## src/rtl/uem_pkg.sv

```systemverilog
// constants and types for the endpoint-zero mode and status block
// Overview of operation
// - one lock scheme guards both the endpoint-zero mode register and the endpoint-zero count register.
// - any write by the usb protocol engine to the mode or count register locks that register.
// - processor writes to a locked register are ignored until the processor reads that register.
// - any accepted processor write to the mode register clears its four event flags, whatever the data, except a flag whose event arrives in the same cycle.
// - the mode register sits at index 0x44 with mode in bits 3:0 and event flags in bits 7:4, reset to zero.
package uem_pkg;

  // printed offsets are register indexes; byte address is four times the index
  localparam logic [7:0] MODE_IDX = 8'h44;
  localparam logic [7:0] COUNT_IDX = 8'h41;

  localparam int MODE_LSB = 0;
  localparam int MODE_W = 4;
  localparam int FLAG_LSB = 4;
  localparam int FLAG_W = 4;
  localparam int FLAG_SETUP = 3;
  localparam int FLAG_IN = 2;
  localparam int FLAG_OUT = 1;
  localparam int FLAG_ACK = 0;

  localparam logic [3:0] MODE_RST = 4'h0;
  localparam logic [3:0] FLAG_RST = 4'h0;
  localparam logic [7:0] COUNT_RST = 8'h00;

  localparam logic [1:0] RESP_OKAY = 2'h0;
  localparam logic [1:0] RESP_SLVERR = 2'h2;

  // one-cycle completion pulses from the protocol engine
  typedef struct packed {
    logic setupRcv;
    logic inAck;
    logic outRcv;
    logic ackTrans;
  } uem_evt_s;

  // an engine write into a register
  typedef struct packed {
    logic modeWr;
    logic [3:0] modeData;
    logic countWr;
    logic [7:0] countData;
  } uem_engwr_s;

endpackage

```

## src/rtl/uem_ep0_mode.sv

```systemverilog
// endpoint-zero mode, status and count registers with engine interlock
//
// The AXI4-Lite slave port was left to the implementer.
`timescale 1ns/1ps
module uem_ep0_mode
  import uem_pkg::*;
#(
  parameter int ADDR_W = 12
) (
  input wire logic sys_clk,
  input wire logic rst_n,
  input wire logic s_axi_awvalid,
  output logic s_axi_awready,
  input wire logic [ADDR_W-1:0] s_axi_awaddr,
  input wire logic [2:0] s_axi_awprot,
  input wire logic s_axi_wvalid,
  output logic s_axi_wready,
  input wire logic [31:0] s_axi_wdata,
  input wire logic [3:0] s_axi_wstrb,
  output logic s_axi_bvalid,
  input wire logic s_axi_bready,
  output logic [1:0] s_axi_bresp,
  input wire logic s_axi_arvalid,
  output logic s_axi_arready,
  input wire logic [ADDR_W-1:0] s_axi_araddr,
  input wire logic [2:0] s_axi_arprot,
  output logic s_axi_rvalid,
  input wire logic s_axi_rready,
  output logic [31:0] s_axi_rdata,
  output logic [1:0] s_axi_rresp,
  input wire uem_evt_s engEvt,
  input wire uem_engwr_s engWr,
  output logic [3:0] epMode,
  output logic [7:0] epCount,
  output logic [3:0] epFlags,
  output logic fifoWriteBlock,
  output logic modeLocked,
  output logic countLocked
);

  if (ADDR_W < 11) begin : g_bad_addr
    $error("uem_ep0_mode: ADDR_W must be at least 11");
  end

  // write channel holding and read channel response
  logic awHeld;
  logic [ADDR_W-1:0] awAddr;
  logic wHeld;
  logic [7:0] wData;
  logic wLane0;
  logic bvalid;
  logic [1:0] bresp;
  logic rvalid;
  logic [31:0] rdata;
  logic [1:0] rresp;

  // register state
  logic [3:0] modeField;
  logic [3:0] flags;
  logic [7:0] count;
  logic modeLock;
  logic countLock;

  logic [3:0] next_mode;
  logic [3:0] next_flags;
  logic [7:0] next_count;
  logic next_modeLock;
  logic next_countLock;

  wire logic awTake = s_axi_awvalid && s_axi_awready;
  wire logic wTake = s_axi_wvalid && s_axi_wready;
  wire logic arTake = s_axi_arvalid && s_axi_arready;

  // the write is carried out once both halves sit in the holding flops
  wire logic doWrite = awHeld && wHeld && !bvalid;

  wire logic wrHighZero = awAddr[ADDR_W-1:10] == '0;
  wire logic wrLowZero = awAddr[1:0] == 2'h0;
  wire logic wrHitMode = wrHighZero && wrLowZero && (awAddr[9:2] == MODE_IDX);
  wire logic wrHitCount = wrHighZero && wrLowZero && (awAddr[9:2] == COUNT_IDX);
  wire logic wrMapped = wrHitMode || wrHitCount;

  wire logic rdHighZero = s_axi_araddr[ADDR_W-1:10] == '0;
  wire logic rdLowZero = s_axi_araddr[1:0] == 2'h0;
  wire logic rdHitMode = rdHighZero && rdLowZero && (s_axi_araddr[9:2] == MODE_IDX);
  wire logic rdHitCount = rdHighZero && rdLowZero && (s_axi_araddr[9:2] == COUNT_IDX);
  wire logic rdMapped = rdHitMode || rdHitCount;

  // processor reads that release a lock
  wire logic cpuRdMode = arTake && rdHitMode;
  wire logic cpuRdCount = arTake && rdHitCount;

  // processor writes that pass the interlock; lane 0 carries the byte
  wire logic cpuModeWr = doWrite && wrHitMode && wLane0 && !modeLock;
  wire logic cpuCountWr = doWrite && wrHitCount && wLane0 && !countLock;

  wire logic anyEvt = engEvt.setupRcv || engEvt.inAck || engEvt.outRcv || engEvt.ackTrans;
  wire logic engModeTouch = engWr.modeWr || anyEvt;

  wire logic [3:0] evtVec = {engEvt.setupRcv, engEvt.inAck, engEvt.outRcv, engEvt.ackTrans};

  wire logic [31:0] rdValue = rdHitMode ? {24'h000000, flags, modeField} :
                              rdHitCount ? {24'h000000, count} : 32'h00000000;

  assign s_axi_awready = !awHeld && !bvalid;
  assign s_axi_wready = !wHeld && !bvalid;
  assign s_axi_arready = !rvalid;
  assign s_axi_bvalid = bvalid;
  assign s_axi_bresp = bresp;
  assign s_axi_rvalid = rvalid;
  assign s_axi_rdata = rdata;
  assign s_axi_rresp = rresp;

  // event flags: an event in the same cycle as a clearing write wins
  for (genvar i = 0; i < FLAG_W; i++) begin : g_flag
    assign next_flags[i] = evtVec[i] ? 1'b1 : (cpuModeWr ? 1'b0 : flags[i]);
  end

  // engine writes take precedence over the processor in the same cycle
  assign next_mode = engWr.modeWr ? engWr.modeData :
                     (cpuModeWr ? wData[3:0] : modeField);
  assign next_count = engWr.countWr ? engWr.countData :
                      (cpuCountWr ? wData : count);

  // a lock set and a releasing read in one cycle leaves it locked
  assign next_modeLock = engModeTouch ? 1'b1 : (cpuRdMode ? 1'b0 : modeLock);
  assign next_countLock = engWr.countWr ? 1'b1 : (cpuRdCount ? 1'b0 : countLock);

  always_ff @(posedge sys_clk or negedge rst_n) begin
    if (!rst_n) begin
      modeField <= MODE_RST;
      flags <= FLAG_RST;
      count <= COUNT_RST;
      modeLock <= 1'b0;
      countLock <= 1'b0;
    end else begin
      modeField <= next_mode;
      flags <= next_flags;
      count <= next_count;
      modeLock <= next_modeLock;
      countLock <= next_countLock;
    end
  end

  always_ff @(posedge sys_clk or negedge rst_n) begin
    if (!rst_n) begin
      awHeld <= 1'b0;
      awAddr <= '0;
    end else if (awTake) begin
      awHeld <= 1'b1;
      awAddr <= s_axi_awaddr;
    end else if (doWrite) begin
      awHeld <= 1'b0;
    end
  end

  always_ff @(posedge sys_clk or negedge rst_n) begin
    if (!rst_n) begin
      wHeld <= 1'b0;
      wData <= 8'h00;
      wLane0 <= 1'b0;
    end else if (wTake) begin
      wHeld <= 1'b1;
      wData <= s_axi_wdata[7:0];
      wLane0 <= s_axi_wstrb[0];
    end else if (doWrite) begin
      wHeld <= 1'b0;
    end
  end

  // a locked write still answers okay; software sees the ignore only on readback
  always_ff @(posedge sys_clk or negedge rst_n) begin
    if (!rst_n) begin
      bvalid <= 1'b0;
      bresp <= RESP_OKAY;
    end else if (doWrite) begin
      bvalid <= 1'b1;
      bresp <= wrMapped ? RESP_OKAY : RESP_SLVERR;
    end else if (s_axi_bready) begin
      bvalid <= 1'b0;
    end
  end

  always_ff @(posedge sys_clk or negedge rst_n) begin
    if (!rst_n) begin
      rvalid <= 1'b0;
      rdata <= 32'h00000000;
      rresp <= RESP_OKAY;
    end else if (arTake) begin
      rvalid <= 1'b1;
      rdata <= rdValue;
      rresp <= rdMapped ? RESP_OKAY : RESP_SLVERR;
    end else if (s_axi_rready) begin
      rvalid <= 1'b0;
    end
  end

  assign epMode = modeField;
  assign epCount = count;
  assign epFlags = flags;
  assign fifoWriteBlock = flags[FLAG_SETUP];
  assign modeLocked = modeLock;
  assign countLocked = countLock;
endmodule // uem_ep0_mode

```

## config.mk

```make
export PLATFORM = sky130hd
export DESIGN_NAME = uem_ep0_mode
export DESIGN_NICKNAME = d
export VERILOG_FILES = /design/src/rtl/uem_pkg.sv /design/src/rtl/uem_ep0_mode.sv
export SDC_FILE = /design/constraint.sdc
export NUM_CORES = 1
export LEC_CHECK = 0
export BUFFER_PORTS_ARGS = -buffer_cell sky130_fd_sc_hd__buf_2
export CELL_PAD_IN_SITES_DETAIL_PLACEMENT = 0
export CELL_PAD_IN_SITES_GLOBAL_PLACEMENT = 1
export CORE_UTILIZATION = 35
export DETAILED_ROUTE_END_ITERATION = 12
export HOLD_SLACK_MARGIN = 0.1
export PLACE_DENSITY = 0.89
export REMOVE_ABC_BUFFERS = 1
export SLEW_MARGIN = 5
export SYNTH_ARGS = -nofsm -noshare
export SYNTH_HDL_FRONTEND = slang
export SYNTH_SLANG_ARGS = --single-unit
```

## constraint.sdc

```tcl
create_clock -name sys_clk -period 4.5 [get_ports sys_clk]
set_input_delay 0.225 -clock sys_clk [delete_from_list [all_inputs] [get_ports sys_clk]]
set_output_delay 0.225 -clock sys_clk [all_outputs]
set_load 0.1 [all_outputs]
```

-- Word-level counts from Yosys, hierarchy flattened
Index checks and enable logic that the tools add are counted.
- add/subtract/negate cells: 0
- multipliers: 0
- divide/modulo/power cells: 0
- order comparisons: 0
- equal/unequal tests: 4
- shifts and indexed selects: 0
- muxes and demuxes: 24
- bitwise logic cells: 0
- reduce and logical (&&, ||, !) cells: 49
- operator list (cell ; count):
    equality test 8 x 7 -> 1 bit (second input constant) ; 4
    2-to-1 mux 8 bit ; 4
    nonzero test 2 bit ; 12
    logical AND 1 bit ; 21
    2-to-1 mux 1 bit ; 16
    logical NOT 2 bit ; 4
    2-to-1 mux 4 bit ; 2
    logical NOT 1 bit ; 6
    logical OR 1 bit ; 6
    2-to-1 mux 2 bit ; 2
- register bits: 79
- latch bits: 0
- RAM bits: 0
- ROM bits: 0
- input port bits: 91
- output and inout bits: 60
- logic and storage cells: 95
- memories: 0

-- Logic depth before layout (Yosys ltp)
- word-level depth: 8
- gate-level depth with buffers: 6
- mapped depth without buffers: 4

-- Least setup slack after synthesis
No wires, ideal clock.
- path type: reg-to-reg
- start: reg bvalid (netlist: s_axi_bvalid)
- end: reg awAddr[10]
- setup time: 0.125 ns
- arrival time: 3.221 ns
- setup slack: 1.155 ns
- cell stages (with the launch flop): 6
- buffers on the path: 2
- clock period less this slack: 3.345 ns
- cells stage by stage: dfrtp_1 nor2_1 and2_1 clkbuf_1 buf_2 mux2_2
- longest elaborated chain between the ends: 3
- RTL lines (what ; line ; source):
    start: declaration ; uem_ep0_mode.sv:51 ; logic bvalid;
    start signal: assignment ; uem_ep0_mode.sv:174 ; bvalid <= 1'b0;
    start signal: assignment ; uem_ep0_mode.sv:177 ; bvalid <= 1'b1;
    start signal: assignment ; uem_ep0_mode.sv:180 ; bvalid <= 1'b0;
    logical NOT 1 bit ; uem_ep0_mode.sv:105 ; assign s_axi_awready = !awHeld && !bvalid;
    logical AND 1 bit ; uem_ep0_mode.sv:105 ;
    via s_axi_awready ; uem_ep0_mode.sv:13 ; output logic s_axi_awready,
    logical AND 1 bit ; uem_ep0_mode.sv:70 ; wire logic awTake = s_axi_awvalid && s_axi_awready;
    end signal: assignment ; uem_ep0_mode.sv:151 ; awAddr <= s_axi_awaddr;
    end: declaration ; uem_ep0_mode.sv:47 ; logic [ADDR_W-1:0] awAddr;
The timed path passes the listed nets, and every way through them passes these cells.
A chain may end at the register's enable or synchronous reset.

-- Worst setup path in the final report
- start: reg awAddr[11]
- end: reg flags[3] (netlist: epFlags[3])
- longest elaborated chain between the ends: 7
- RTL lines (what ; line ; source):
    logical NOT 2 bit ; uem_ep0_mode.sv:77 ; wire logic wrHighZero = awAddr[ADDR_W-1:10] == '0;
    logical AND 1 bit (2 in series) ; uem_ep0_mode.sv:79 ; wire logic wrHitMode = wrHighZero && wrLowZero && (awAddr[9:2] == MODE_IDX);
    logical AND 1 bit (3 in series) ; uem_ep0_mode.sv:94 ; wire logic cpuModeWr = doWrite && wrHitMode && wLane0 && !modeLock;
    nonzero test 2 bit (no source line) ; - ;
    end signal: assignment ; uem_ep0_mode.sv:138 ; flags <= next_flags;
    end: declaration ; uem_ep0_mode.sv:59 ; logic [3:0] flags;
Every way passes these cells.

==> flow_summary_export.csv <==
group,metric,value,unit
run_status,status,"complete, no violations",
yosys,yosysMostFrequentCell,"dfrtp_1",
place,placed_cells,396,
yosys,yosys.area.top_type,"dfrtp_1",
timing,setup_viol,0,
pwr,p_total,1.69,mW
route,drt_wl_total,5590,microns
grt,antenna_found_initial,0,
cts,cts_max_level,2,
yosys,ys_seq_area_share,51.6,%
timing,max_slew_margin,54.9,%
worst_setup_path,critPathKind,"reg -> reg",
yosys,ys.flop_type,"dfrtp_1",
cts,cts_buffers,5,
worst_setup_path,endpoint,"epFlags[3]$_DFFE_PN0P_",
min_path,hold_start,"engEvt[2]",
floorplanning,die_h,87.7,microns
yosys,syn_area,0.00257,sq mm
grt,track_usage,15.2,%
timing,fin_crit,1.94,ns
pwr,power.density,533,mW/mm^2
cts,post-cts-setup-buffer-count,0,
yosys,synth_compound_area_share,8.62,%
worst_setup_path,reg2reg_depth,4,
route,via_count,1940,
place,place_congestion,0.737,
yosys,synth_common_cells,"dfrtp_1, mux2_2, buf_4",
cells_and_area,diodes,0,
yosys,syn-instance-count,214,
cts,path_clk_slew,0.09,ns
cts,clockBufferDepth,2,
cells_and_area,fin_nets,402,
timing,fin_setup_tns,0,ns
yosys,yosys.area_share.simple,14.1,%
yosys,ys_types,33,
timing,fmax,515,MHz
floorplanning,floorplan.initialDensity,37.0,%
yosys,synth.mux.area_fraction,15.8,%
yosys,synth_fa_ha_area_share,0,%
grt,grt_pass1_vias,1853,
floorplanning,boundaryPins,151,
yosys,synth-seq-cells,53,
route,wl_per_cell,13.7,microns
timing,rsz0062_at_grt,"no",
pwr,power_leakage,1.53,nW
route,drt_iter0_drc,76,
cts,clock_latency,0.31,ns
min_path,hold_class,"in -> reg",
cts,root_buffer,"clkbuf_8",
job,maxCapViolCount,0,
pwr,peakVddDrop,0.000187,V
timing,worst_pin_slew,0.671,ns
route,dr.pass1.iters,4,
worst_setup_path,crit_path_end_kind,"register",
timing,final.period_utilization,43.2,%
grt,grt_pass1_wl,8850,microns
cts,cts_tree,"built",
worst_setup_path,cp.arrival,2.14,ns
yosys,synth_top_family_by_area,"multiplexers",
timing,skew,0.00806,ns
yosys,yosysWarnings,0,
place,port_buffers,91,
route,drt-vias-per-instance,4.75,
worst_setup_path,rrSetupSlack,2.56,ns
yosys,synthArstFlopShare,100,%
cells_and_area,finalNonFillerCells,408,
yosys,yosys.area.top_type_share,51.6,%
timing,finalHoldViolCount,0,
cells_and_area,n_fill_cell,693,
worst_setup_path,worstPathMaxFanout,5,
yosys,synth_area_leaders,"dfrtp_1, mux2_2, buf_4, nor4_4, nand2_1",
yosys,synthXorXnorAreaFrac,0.341,%
cells_and_area,drive_gt1_share,46.8,%
route,ant_nets,0,
place,hpwl,4240,microns
floorplanning,floorplan.rows,30,
grt,grt_max_degree,54,
grt,overflow,0,
worst_setup_path,cp.required,4.70,ns
worst_setup_path,start_kind,"register",
cells_and_area,area_growth,23.9,%
floorplanning,fp.dieArea,0.00769,sq mm
worst_setup_path,timing.rr.start,"awAddr[11]$_DFFE_PN0P_",
floorplanning,coreArea,0.00694,sq mm
worst_setup_path,reg2reg_to,"epFlags[3]$_DFFE_PN0P_",
yosys,syn_avg_cell_area,12.0,sq um
cells_and_area,fin_util,45.8,%
route,route.detailed.drc,0,
floorplanning,chipWidth,87.7,microns
timing,maxSlewViolCount,0,
cts,clock-sinks,53,
yosys,synth_edf_count,0,
worst_setup_path,crit_start,"awAddr[11]$_DFFE_PN0P_",
-- critical path, cell delays in order, from the launching register on --
cell and delay, ns:
dfrtp_1 0.39, or4_4 0.59, nor4_4 0.41, nand3_1 0.23, a21o_1 0.22
-- flip-flops by register name, summed over array words and instances, names as in the netlist, 4 cells and up --
signal / cells
epFlags: 4
awAddr: 12
s_axi_rdata: 8
epMode: 4
wData: 8
epCount: 8
-- layer usage --
layer  vias up  routed length [microns]  track usage [%]
met5         -                        0                0
li1        905                        -                -
met4         0                       85             5.81
met1       955                     2500             19.5
met3         6                      245             2.07
met2        74                     2760             26.3
-- stage by stage --
stage	hold slack, ns	instance area (sq um)	worst slack (ns)
CTS	0.102	3180	2.57
global placement	0.380	3030	2.51
floorplan	-0.0706	2440	1.25
finish	0.107	3180	2.56
global route	0.107	3180	2.47
detailed placement	0.396	3030	2.51
-- cell type report --
type	count	area (sq um)	share of cell area [%]
clock inverters	2	38.8	1.22
flip-flops and latches	53	1330	41.7
well taps	96	120	3.78
repair buffers	97	510	16.0
inverters	5	18.8	0.590
multi-input cells	149	1090	34.4
clock buffers	6	72.6	2.28
-- cell usage in the layout (no fill, tap or decap), drive strengths merged, types with 5 or more instances in the layout --
cell	n
inv	5
dfrtp	53
mux2	36
nor2b	5
or4	5
a22oi	8
a21oi	6
nand2	20
nor4	6
buf	93
o21ai	9
a21o	5
conb	26
clkbuf	6
-- cell families after synthesis --
| kind of cell | after synthesis |
|---|---|
| other | 1 |
| muxes | 36 |
| DFF | 53 |
| xor gates and xnor gates | 1 |
| AOI/OAI and AO/OA | 34 |
| buffers and inverters | 37 |
| and+or+nand+nor | 52 |
-- what timing repair did --
item,CTS,global route
gates resized for setup,0,0
endpoints found under the hold margin,56,0
hold buffers,4,0
setup endpoints to repair,0,0
-- worst min-delay path by stage --
| stage | cells past startpoint | slack (ns) | to |
|---|---|---|---|
| floorplan | 0 | -0.07 | awAddr[0]$_DFFE_PN0P_ |
| global placement | 2 | 0.38 | awAddr[0]$_DFFE_PN0P_ |
| detailed placement | 2 | 0.40 | awAddr[0]$_DFFE_PN0P_ |
| CTS | 2 | 0.10 | epFlags[2]$_DFFE_PN0P_ |
| global route | 2 | 0.11 | epFlags[2]$_DFFE_PN0P_ |
| finish | 2 | 0.11 | epFlags[2]$_DFFE_PN0P_ |
-- power by group --
group | leakage (nW) | switching, mW | internal [mW]
logic | 0.856 | 0.476 | 0.194
clock network | 0.0554 | 0.158 | 0.167
registers | 0.618 | 0.0971 | 0.603
total | 1.53 | 0.731 | 0.963
No activity file was read; power rests on OpenSTA's default activity.
